[config.mk]
export PLATFORM = sky130hd
export DESIGN_NAME = spi_register_access_port
export DESIGN_NICKNAME = d
export VERILOG_FILES = /design/src/hw/spi_port_pkg.sv /design/src/hw/spi_register_access_port.sv
export SDC_FILE = /design/constraint.sdc
export NUM_CORES = 1
export LEC_CHECK = 0
export ABC_AREA = 1
export BUFFER_PORTS_ARGS = -buffer_cell sky130_fd_sc_hd__buf_4
export CELL_PAD_IN_SITES_DETAIL_PLACEMENT = 1
export CELL_PAD_IN_SITES_GLOBAL_PLACEMENT = 1
export CORE_MARGIN = 4
export CORE_UTILIZATION = 47
export DETAILED_ROUTE_END_ITERATION = 10
export PLACE_DENSITY = 0.86
export SLEW_MARGIN = 40
export SYNTH_ARGS = -nofsm -noshare
export SYNTH_HDL_FRONTEND = slang
export SYNTH_SLANG_ARGS = --single-unit
[constraint.sdc]
create_clock -name clock_i -period 3.71 [get_ports clock_i]
set_clock_uncertainty 0.05 [all_clocks]
set_input_delay 0.742 -clock clock_i [delete_from_list [all_inputs] [get_ports clock_i]]
set_output_delay 0.742 -clock clock_i [all_outputs]
set_load 0.01 [all_outputs]
[src/hw/spi_port_pkg.sv]
// constants for the serial register access port
//
// Function
// - output high impedance when idle or not reading
// - drive output while selected during reads
// - output stays released during writes
// - select high resets serial interface state
// - sample input data on rising clock
// - change output data on falling clock
// - bytes are eight bits, MSB first
// - first byte carries address bits 9..2
// - second byte: address 1..0, direction, ignored
// - data bytes auto-increment register address
// - strap high selects serial follower mode
// - strap low selects two-wire mode
// - address pins give unique two-wire address
// - standby keeps registers, chip enable reachable
package spi_port_pkg;
   localparam int ADDR_W = 10;
   localparam int DATA_W = 8;
   localparam int NUM_REGS = 5;
   localparam logic [9:0] CHIP_ENABLE_CTRL_OFS = 10'h000;
   localparam logic [9:0] DEVICE_INITIAL_SETUP_OFS = 10'h001;
   localparam logic [9:0] DEVICE_CONFIG_ONE_OFS = 10'h002;
   localparam logic [9:0] DEVICE_CONFIG_TWO_OFS = 10'h003;
   localparam logic [9:0] DEVICE_CONFIG_THREE_OFS = 10'h004;
   localparam logic [7:0] CHIP_ENABLE_CTRL_RST = 8'h00;
   localparam logic [7:0] DEVICE_INITIAL_SETUP_RST = 8'h5E;
   localparam logic [7:0] DEVICE_CONFIG_ONE_RST = 8'h00;
   localparam logic [7:0] DEVICE_CONFIG_TWO_RST = 8'h00;
   localparam logic [7:0] DEVICE_CONFIG_THREE_RST = 8'h47;
   localparam int CHIP_EN_BIT = 0;
   localparam int DIR_BIT = 5;
   localparam logic DIR_WRITE = 1'b1;
   // two-wire follower address: fixed upper bits then the two pins
   localparam logic [2:0] TWO_WIRE_ADDR_HI = 3'h4;
   // time constants
   localparam int CLK_HZ = 40000000;
   localparam int SCLK_MAX_HZ = 12000000;
   // least system clocks per serial clock period, rounded up
   localparam int SCLK_MIN_CYC = (CLK_HZ + SCLK_MAX_HZ - 1) / SCLK_MAX_HZ;
   typedef enum logic [1:0] {ST_ADDR_HI, ST_ADDR_LO, ST_DATA} phase_t;
endpackage

[src/hw/spi_register_access_port.sv]
// serial follower port over the device's register space
`timescale 1ns/100ps
`default_nettype none
module spi_register_access_port (
   // clock and reset
   input wire logic clock_i,
   input wire logic rst_i,
   // serial link pins
   input wire logic sclk_i,
   input wire logic select_n_i,
   input wire logic mosi_i,
   output logic miso_o,
   output logic miso_oe_n_o,
   // straps
   input wire logic interface_select_strap_i,
   input wire logic [1:0] follower_address_pins_i,
   // status
   output logic spi_mode_o,
   output logic [6:0] two_wire_address_o,
   output logic standby_o
);
   // three-stage input synchronisers; stage 1 read only by stage 2
   logic [2:0] sclk_s_reg, sel_s_reg, mosi_s_reg;
   logic [2:0] sclk_s_next, sel_s_next, mosi_s_next;
   logic sclk_q_reg, sel_q_reg, mosi_q_reg;
   logic sclk_q_next, sel_q_next, mosi_q_next;
   // serial state
   spi_port_pkg::phase_t phase_reg, phase_next;
   logic [2:0] bit_cnt_reg, bit_cnt_next;
   logic [7:0] shift_reg, shift_next;
   logic [9:0] addr_reg, addr_next;
   logic write_reg, write_next;
   logic reading_reg, reading_next;
   logic [7:0] tx_reg, tx_next;
   logic miso_reg, miso_next;
   logic oe_n_reg, oe_n_next;
   // registers
   logic [7:0] regs_reg [spi_port_pkg::NUM_REGS];
   logic [7:0] regs_next [spi_port_pkg::NUM_REGS];
   logic mode_reg, mode_next, strap_done_reg, strap_done_next;
   logic [6:0] twa_reg, twa_next;
   logic stby_reg, stby_next;
   // strap synchronisers and a fill counter so capture waits for stage three
   logic [2:0] strap_s_reg, strap_s_next;
   logic [1:0] pins_a_reg, pins_b_reg, pins_c_reg;
   logic [1:0] pins_a_next, pins_b_next, pins_c_next;
   logic [1:0] settle_reg, settle_next;
   logic rise, fall;
   logic [7:0] byte_in, rd_data;
   logic [9:0] rd_addr;

   // a change counts once stages two and three agree
   always_comb begin
      sclk_s_next = {sclk_s_reg[1:0], sclk_i};
      sel_s_next = {sel_s_reg[1:0], select_n_i};
      mosi_s_next = {mosi_s_reg[1:0], mosi_i};
      sclk_q_next = (sclk_s_reg[1] == sclk_s_reg[2]) ? sclk_s_reg[2]
                                                      : sclk_q_reg;
      sel_q_next = (sel_s_reg[1] == sel_s_reg[2]) ? sel_s_reg[2]
                                                   : sel_q_reg;
      mosi_q_next = (mosi_s_reg[1] == mosi_s_reg[2]) ? mosi_s_reg[2]
                                                      : mosi_q_reg;
   end

   always_ff @(posedge clock_i or posedge rst_i) begin
      if (rst_i) begin
         sclk_s_reg <= 3'h0;
         sel_s_reg <= 3'h7;
         mosi_s_reg <= 3'h0;
         sclk_q_reg <= 1'b0;
         sel_q_reg <= 1'b1;
         mosi_q_reg <= 1'b0;
      end else begin
         sclk_s_reg <= sclk_s_next;
         sel_s_reg <= sel_s_next;
         mosi_s_reg <= mosi_s_next;
         sclk_q_reg <= sclk_q_next;
         sel_q_reg <= sel_q_next;
         mosi_q_reg <= mosi_q_next;
      end
   end

   // clock edges as seen after filtering
   assign rise = sclk_q_next & ~sclk_q_reg;
   assign fall = ~sclk_q_next & sclk_q_reg;
   assign byte_in = {shift_reg[6:0], mosi_q_reg};

   // read mux; in standby only chip enable is reachable
   always_comb begin
      // own address source keeps the mux out of a loop with the framer
      rd_addr = (phase_reg == spi_port_pkg::ST_ADDR_LO)
                ? {addr_reg[9:2], byte_in[7:6]} : addr_reg + 10'h1;
      rd_data = 8'h00;
      if (!stby_reg || rd_addr == spi_port_pkg::CHIP_ENABLE_CTRL_OFS) begin
         if (rd_addr < 10'(spi_port_pkg::NUM_REGS)) begin
            rd_data = regs_reg[rd_addr[2:0]];
         end
      end
   end

   // serial framing, address, data movement
   always_comb begin
      phase_next = phase_reg;
      bit_cnt_next = bit_cnt_reg;
      shift_next = shift_reg;
      addr_next = addr_reg;
      write_next = write_reg;
      reading_next = reading_reg;
      tx_next = tx_reg;
      miso_next = miso_reg;
      oe_n_next = oe_n_reg;
      regs_next = regs_reg;
      if (sel_q_reg || !mode_reg) begin
         // deselected: drop partial frame, release the line
         phase_next = spi_port_pkg::ST_ADDR_HI;
         bit_cnt_next = 3'h0;
         reading_next = 1'b0;
         oe_n_next = 1'b1;
         miso_next = 1'b0;
      end else begin
         if (rise) begin
            shift_next = byte_in;
            bit_cnt_next = bit_cnt_reg + 3'h1;
            if (bit_cnt_reg == 3'h7) begin
               unique case (phase_reg)
                  spi_port_pkg::ST_ADDR_HI: begin
                     addr_next = {byte_in, addr_reg[1:0]};
                     phase_next = spi_port_pkg::ST_ADDR_LO;
                  end
                  spi_port_pkg::ST_ADDR_LO: begin
                     // low bits ignored
                     addr_next = {addr_reg[9:2], byte_in[7:6]};
                     write_next = byte_in[spi_port_pkg::DIR_BIT];
                     phase_next = spi_port_pkg::ST_DATA;
                     if (byte_in[spi_port_pkg::DIR_BIT]
                         != spi_port_pkg::DIR_WRITE) begin
                        reading_next = 1'b1;
                        tx_next = rd_data;
                     end
                  end
                  spi_port_pkg::ST_DATA: begin
                     if (write_reg) begin
                        // commit on eighth bit, standby blocks all but enable
                        if (addr_reg < 10'(spi_port_pkg::NUM_REGS) &&
                            (!stby_reg || addr_reg ==
                             spi_port_pkg::CHIP_ENABLE_CTRL_OFS)) begin
                           regs_next[addr_reg[2:0]] = byte_in;
                        end
                     end else begin
                        tx_next = rd_data;
                     end
                     addr_next = addr_reg + 10'h1;
                  end
                  default: phase_next = spi_port_pkg::ST_ADDR_HI;
               endcase
            end
         end
         if (fall && reading_reg) begin
            // shift out MSB first on falling edge
            miso_next = tx_reg[7];
            tx_next = {tx_reg[6:0], 1'b0};
            oe_n_next = 1'b0;
         end
         if (!reading_reg) begin
            oe_n_next = 1'b1;
         end
      end
   end

   always_ff @(posedge clock_i or posedge rst_i) begin
      if (rst_i) begin
         phase_reg <= spi_port_pkg::ST_ADDR_HI;
         bit_cnt_reg <= 3'h0;
         shift_reg <= 8'h00;
         addr_reg <= 10'h000;
         write_reg <= 1'b0;
         reading_reg <= 1'b0;
         tx_reg <= 8'h00;
         miso_reg <= 1'b0;
         oe_n_reg <= 1'b1;
         regs_reg[0] <= spi_port_pkg::CHIP_ENABLE_CTRL_RST;
         regs_reg[1] <= spi_port_pkg::DEVICE_INITIAL_SETUP_RST;
         regs_reg[2] <= spi_port_pkg::DEVICE_CONFIG_ONE_RST;
         regs_reg[3] <= spi_port_pkg::DEVICE_CONFIG_TWO_RST;
         regs_reg[4] <= spi_port_pkg::DEVICE_CONFIG_THREE_RST;
      end else begin
         phase_reg <= phase_next;
         bit_cnt_reg <= bit_cnt_next;
         shift_reg <= shift_next;
         addr_reg <= addr_next;
         write_reg <= write_next;
         reading_reg <= reading_next;
         tx_reg <= tx_next;
         miso_reg <= miso_next;
         oe_n_reg <= oe_n_next;
         regs_reg <= regs_next;
      end
   end

   // straps caught once, after three stages filled and two and three agree
   always_comb begin
      strap_s_next = {strap_s_reg[1:0], interface_select_strap_i};
      pins_a_next = follower_address_pins_i;
      pins_b_next = pins_a_reg;
      pins_c_next = pins_b_reg;
      settle_next = (settle_reg == 2'h3) ? settle_reg : settle_reg + 2'h1;
      strap_done_next = strap_done_reg;
      mode_next = mode_reg;
      twa_next = twa_reg;
      if (!strap_done_reg && settle_reg == 2'h3 &&
          strap_s_reg[1] == strap_s_reg[2] && pins_b_reg == pins_c_reg) begin
         strap_done_next = 1'b1;
         mode_next = strap_s_reg[2];
         twa_next = {spi_port_pkg::TWO_WIRE_ADDR_HI, 2'h0,
                     pins_c_reg};
      end
      stby_next = ~regs_reg[0][spi_port_pkg::CHIP_EN_BIT];
   end

   always_ff @(posedge clock_i or posedge rst_i) begin
      if (rst_i) begin
         strap_s_reg <= 3'h0;
         pins_a_reg <= 2'h0;
         pins_b_reg <= 2'h0;
         pins_c_reg <= 2'h0;
         settle_reg <= 2'h0;
         strap_done_reg <= 1'b0;
         mode_reg <= 1'b0;
         twa_reg <= 7'h00;
         stby_reg <= 1'b1;
      end else begin
         strap_s_reg <= strap_s_next;
         pins_a_reg <= pins_a_next;
         pins_b_reg <= pins_b_next;
         pins_c_reg <= pins_c_next;
         settle_reg <= settle_next;
         strap_done_reg <= strap_done_next;
         mode_reg <= mode_next;
         twa_reg <= twa_next;
         stby_reg <= stby_next;
      end
   end

   assign miso_o = miso_reg;
   assign miso_oe_n_o = oe_n_reg;
   assign spi_mode_o = mode_reg;
   assign two_wire_address_o = twa_reg;
   assign standby_o = stby_reg;

   // checks
   a_idle_released: assert property (@(posedge clock_i) disable iff (rst_i)
      sel_q_reg |=> miso_oe_n_o)
      else $error("miso driven while deselected");
   a_write_released: assert property (@(posedge clock_i) disable iff (rst_i)
      (write_reg && phase_reg == spi_port_pkg::ST_DATA) |-> miso_oe_n_o)
      else $error("miso driven during write");
   a_drive_on_fall: assert property (@(posedge clock_i) disable iff (rst_i)
      (fall && reading_reg && !sel_q_reg && mode_reg) |=> !miso_oe_n_o)
      else $error("read not driven");
   a_out_only_fall: assert property (@(posedge clock_i) disable iff (rst_i)
      (!fall && !sel_q_reg && reading_reg) |=> $stable(miso_o))
      else $error("miso changed off falling edge");
   a_deselect_reset: assert property (@(posedge clock_i) disable iff (rst_i)
      sel_q_reg |=> (bit_cnt_reg == 3'h0 &&
                     phase_reg == spi_port_pkg::ST_ADDR_HI))
      else $error("frame not reset");
   a_count_on_rise: assert property (@(posedge clock_i) disable iff (rst_i)
      (rise && !sel_q_reg && mode_reg) |=>
      bit_cnt_reg == $past(bit_cnt_reg) + 3'h1)
      else $error("bit not counted");
   a_addr_advance: assert property (@(posedge clock_i) disable iff (rst_i)
      (rise && !sel_q_reg && mode_reg && bit_cnt_reg == 3'h7 &&
       phase_reg == spi_port_pkg::ST_DATA) |=>
      addr_reg == $past(addr_reg) + 10'h1)
      else $error("address not advanced");
   a_strap_held: assert property (@(posedge clock_i) disable iff (rst_i)
      strap_done_reg |=> $stable(spi_mode_o))
      else $error("mode changed after capture");
   a_standby_block: assert property (@(posedge clock_i) disable iff (rst_i)
      (stby_reg && write_reg && rise && bit_cnt_reg == 3'h7 &&
       phase_reg == spi_port_pkg::ST_DATA && !sel_q_reg && mode_reg &&
       addr_reg != spi_port_pkg::CHIP_ENABLE_CTRL_OFS) |=>
      ($stable(regs_reg[1]) && $stable(regs_reg[2]) &&
       $stable(regs_reg[3]) && $stable(regs_reg[4])))
      else $error("write landed in standby");
   c_read: cover property (@(posedge clock_i) reading_reg && fall);
   c_write: cover property (@(posedge clock_i)
      write_reg && phase_reg == spi_port_pkg::ST_DATA && rise);
   c_abort: cover property (@(posedge clock_i)
      bit_cnt_reg != 3'h0 && sel_q_next && !sel_q_reg);
endmodule // spi_register_access_port
`default_nettype wire

## After elaboration in Yosys (flattened, before gate mapping)

Cells that the tools add are included.

| operators by class | value |
|---|---|
| multiplexer cells | 33 |
| reductions and logical operators | 32 |
| order comparisons | 5 |
| $add $sub $neg | 3 |
| bitwise operators | 10 |
| eq/ne operators | 14 |

Operators by type and width:

| operator | number |
|---|---|
| two-way mux 8 bit | 10 |
| bitwise mux 40 bit | 1 |
| one-hot mux 10 bit (3 select lines) | 1 |
| binary-select mux 8 bit (select 3 bit) | 1 |
| demux 8 bit (select 3 bit) | 1 |
| logical NOT 10 bit | 2 |
| < comparator 10 x 3 -> 1 bit (second input constant) | 2 |
| one-hot mux 8 bit (2 select lines) | 1 |
| nonzero test 2 bit | 8 |
| AND reduction 6 bit | 2 |
| two-way mux 1 bit | 11 |
| adder 10 x 1 -> 10 bit (second input constant) | 1 |
| two-way mux 10 bit | 1 |
| AND reduction 5 bit | 2 |
| greater-or-equal comparator 4 bit (second input constant) | 2 |
| inverter 3 -> 4 bit | 2 |
| AND reduction 4 bit | 2 |
| logical AND 1 bit | 6 |
| two-way mux 2 bit | 3 |
| two-way mux 3 bit | 2 |
| inverter 1 bit | 6 |
| one-hot mux 2 bit (3 select lines) | 1 |
| == test 1 bit | 4 |
| == test 2 bit (second input constant) | 2 |
| 18 further kinds | 23 |

| word-level totals | value |
|---|---|
| output and inout bits | 11 |
| flip-flop bits (word level) | 103 |
| word-level logic and storage cells | 127 |

## Depth between registers and ports, before layout

| depth | value |
|---|---|
| depth in word-level cells | 13 |
| depth in mapped cells | 14 |
| gate-level depth less buffers | 13 |

## Least setup slack after synthesis

OpenSTA, ideal clock, no wires.

| timing path | value |
|---|---|
| path kind | reg-to-reg |
| start point | register addr_reg[0] |
| end point | register tx_reg[6] |
| setup time | 0.122 ns |
| data arrival time | 2.075 ns |
| cell stages (with the launch flop) | 13 |
| slack | 1.463 ns |
| cell sequence | dfrtp_1 inv_1 ha_1 inv_1 o21ai_2 clkinv_1 clkbuf_1 o211ai_1 nand3_1 nand3_1 nor2_1 nand2_1 a21oi_2 |

| between the ends | value |
|---|---|
| cells in the longest elaborated chain, start to end | 13 |
| elaborated cells on any way between the ends | 17 |
| classes of those cells | add/sub: 1; order compare: 1; mux: 12; bitwise: 1; reduce/logical: 2 |

RTL lines:

| what | RTL line | text |
|---|---|---|
| start: declaration | spi_register_access_port.sv:31 | `logic [9:0] addr_reg, addr_next;` |
| start signal: assignment | spi_register_access_port.sv:190 | `addr_reg <= addr_next;` |
| adder 10 x 1 -> 10 bit * | spi_register_access_port.sv:92 | `? {addr_reg[9:2], byte_in[7:6]} : addr_reg + 10'h1;` |
| two-way mux 10 bit * | spi_register_access_port.sv:92 |  |
| branches (longest 5 deep; another with < comparator 10 x 3 -> 1 bit) | n/a |  |
| two-way mux 8 bit * | spi_register_access_port.sv:94 | `if (!stby_reg \|\| rd_addr == spi_port_pkg::CHIP_ENABLE_CTRL_OFS) begin` |
| two-way mux 8 bit, on equally long branches | spi_register_access_port.sv:142, spi_register_access_port.sv:135 |  |
| one-hot mux 8 bit (2 select lines) * | spi_register_access_port.sv:125 | `unique case (phase_reg)` |
| two-way mux 8 bit * | spi_register_access_port.sv:124 | `if (bit_cnt_reg == 3'h7) begin` |
| two-way mux 8 bit * | spi_register_access_port.sv:121 | `if (rise) begin` |
| two-way mux 8 bit * | spi_register_access_port.sv:158 | `if (fall && reading_reg) begin` |
| end signal: assignment | spi_register_access_port.sv:193 | `tx_reg <= tx_next;` |
| end: declaration | spi_register_access_port.sv:34 | `logic [7:0] tx_reg, tx_next;` |

Mark *: on every way between the ends. The select of a mux whose other input is x is not followed.
A chain may end at the register's enable or synchronous reset.

## Final worst setup path

Ends and elaborated chain as after synthesis.

==> results.yml <==
sta:
  fmax_mhz: 327
  relSlewSlack_pct: 49.8
  setup_viol: 0
  slew_violations: 0
  setup_tns_ns: 0
  period_share_pct: 82.5
  final_hold_viol_count: 0
  hold_slack_ns: 0.306
  period_needed_ns: 3.06
  worst_pin_slew_ns: 0.750
  rsz0062_at_grt: "no"
final_layout:
  fin_cells: 717
  layout_common_cells: "146 x nand2_1, 87 x dfrtp_1, 60 x inv_1, 38 x nand3_1, 37 x nor2_1"
  largest_reg_flops: 40
  drive_gt1_share_pct: 13.8
  final_nets: 594
  final_common_cell: "nand2_1"
  antenna_cells: 0
  area_growth_pct: 7.60
setup_path:
  ff2ff_path_depth: 13
  cp-end-kind: "flop"
  timing.rr.start: "addr_reg[0]"
  crit_type: "flop to flop"
  ff2ff_setup_slack_ns: 0.65
  crit_start: "addr_reg[0]"
  reg2reg_to: "tx_reg[6]"
  worstSetupEndpoint: "tx_reg[6]"
  arrival_ns: 3.29
  critPathMaxFanout: 19
  required_ns: 3.94
  cp-start-kind: "flop"
yosys:
  ys.flop_type: "dfrtp_1"
  synth_edf_count: 0
  async_flop_share_pct: 100
  avgSynthCellArea_um2: 8.73
  synth_largest_area_cell: "dfrtp_1"
  ys_types: 40
  synth_cells: 566
  synth_seq_cells: 102
  yosysSeqAreaShare_pct: 52.1
  yosysTopAreaCellShare_pct: 44.1
  synthTopCellsByArea: "dfrtp_1 44%, nand2_1 11%, dfstp_2 8.0%"
  synth_area_um2: 4940
  synth_warnings: 0
detailed_routing:
  post_drt_wl_per_cell_um: 17.1
  routed_wl_um: 12200
  drc: 0
  vias: 3899
  drt_pass1_iterations: 4
  final_antenna_net_count: 0
  via_per_inst: 5.44
  initialDrtViolationCount: 186
job:
  maxCapViolations: 0
cts:
  cts.clk_slew.worst_paths_ns: 0.10
  postCtsHoldBufs: 0
  ctsHtreeMaxLevel: 3
  cts_setup_buffers: 0
  clockBufferDepth: 2
  cts_resized: 0
  clock_latency_ns: 0.40
  root_buffer: "clkbuf_8"
  cts_buffers: 9
  cts_tree: "built"
  clock-sinks: 102
place:
  finalWeightedCongestion: 0.949
  dp_hpwl_um: 8960
  port_buffers: 14
  dpl.cell_count: 701
floorplan:
  num_rows: 37
  start_util_pct: 48.1
  pin_count: 19
  core_area_um2: 10300
  die_h_um: 111
  dieArea_um2: 12200
  chipWidth_um: 111
pwr:
  peakVddDrop_uv: 345
  p_per_area_nw_per_um2: 456
  p_total_mw: 2.42
  p_leak_nw: 2.36
min_path:
  min_path_type: "flop to flop"
global_route:
  track_usage_pct: 21.2
  grt_pass1_wl_um: 20800
  grt_remaining_overflow: 0
  grt_max_degree: 68
  antenna_found_initial: 0
  grt_pass1_vias: 4133
status:
  status: "finished clean"
==> cell usage after synthesis (5+ instances only) <==
cell type / instances
nand2_1: 146
nor2_1: 37
nand4_1: 5
o211ai_1: 15
buf_4: 6
nand3_1: 38
a21oi_1: 17
o21ai_2: 11
o21ai_0: 28
dfstp_2: 15
inv_1: 61
a22oi_1: 5
dfrtp_1: 87
ha_1: 10
buf_2: 5
buf_6: 5
a21oi_2: 5
o21ai_1: 31
==> power breakdown <==
part           total [mW]  internal [mW]  switching (mW)
sequential           1.20           1.16          0.0334
clock               0.709          0.279           0.430
combinational       0.518          0.155           0.363
total                2.42           1.60           0.826
==> cell families after synthesis <==
| group | Yosys count | synth area share [%] |
|---|---|---|
| flip-flops | 102 | 52.1 |
| multiplexers | 1 | 0.228 |
| XOR/XNOR | 2 | 0.355 |
| AND/OR/NAND/NOR | 237 | 20.9 |
| adder cells (fa/ha/maj) | 13 | 3.14 |
| AO/OA/AOI/OAI | 123 | 15.3 |
| other | 1 | 0.0759 |
| buffers and inverters | 87 | 7.96 |
==> layer usage <==
layer	vias to the layer above	wire [µm]	track usage, %
met1	1937	5230	26.1
met4	0	333	8.54
li1	1874	-	-
met2	62	6210	36.2
met3	26	462	4.60
met5	-	0	0
==> area by class of cell <==
cell class | count | area (µm²)
fill | 1268 | 4960
sequential | 102 | 2570
multi-input combinational | 380 | 2000
inverter | 67 | 256
tap | 136 | 170
clock buffer | 10 | 138
timing repair buffer | 16 | 120
clock inverter | 6 | 61.3
==> how the worst min path moves through the flow <==
stage                               from        endpoint  slack, ns  cells past startpoint
after detailed placement  strap_s_reg[0]  strap_s_reg[1]       0.29                      0
after global routing       mosi_s_reg[0]   mosi_s_reg[1]       0.32                      0
after floorplan            mosi_s_reg[0]   mosi_s_reg[1]       0.28                      0
after CTS                 strap_s_reg[0]  strap_s_reg[1]       0.31                      0
final                     strap_s_reg[0]  strap_s_reg[1]       0.31                      0
after global placement     mosi_s_reg[0]   mosi_s_reg[1]       0.28                      0
==> critical path: stages, from the launching register on <==
cell	delay [ns]
dfrtp_1	0.55
inv_1	0.25
ha_1	0.34
inv_1	0.05
o21ai_2	0.33
clkinv_1	0.57
nand2_1	0.20
nand2_1	0.08
nand2_1	0.08
a21oi_1	0.04
nand2_1	0.20
nor2_1	0.08
nand2_1	0.08
a21oi_2	0.06
==> stage by stage <==
stage,setup WS [ns],area (µm²),util [%]
after floorplan,0.267,4950,-
after global placement,0.778,5100,49.7
after detailed placement,0.641,5110,49.7
after CTS,0.644,5310,51.7
after global routing,0.348,5310,51.7
final,0.650,5310,51.7
Note: power is estimated with default switching activity, not from simulation.
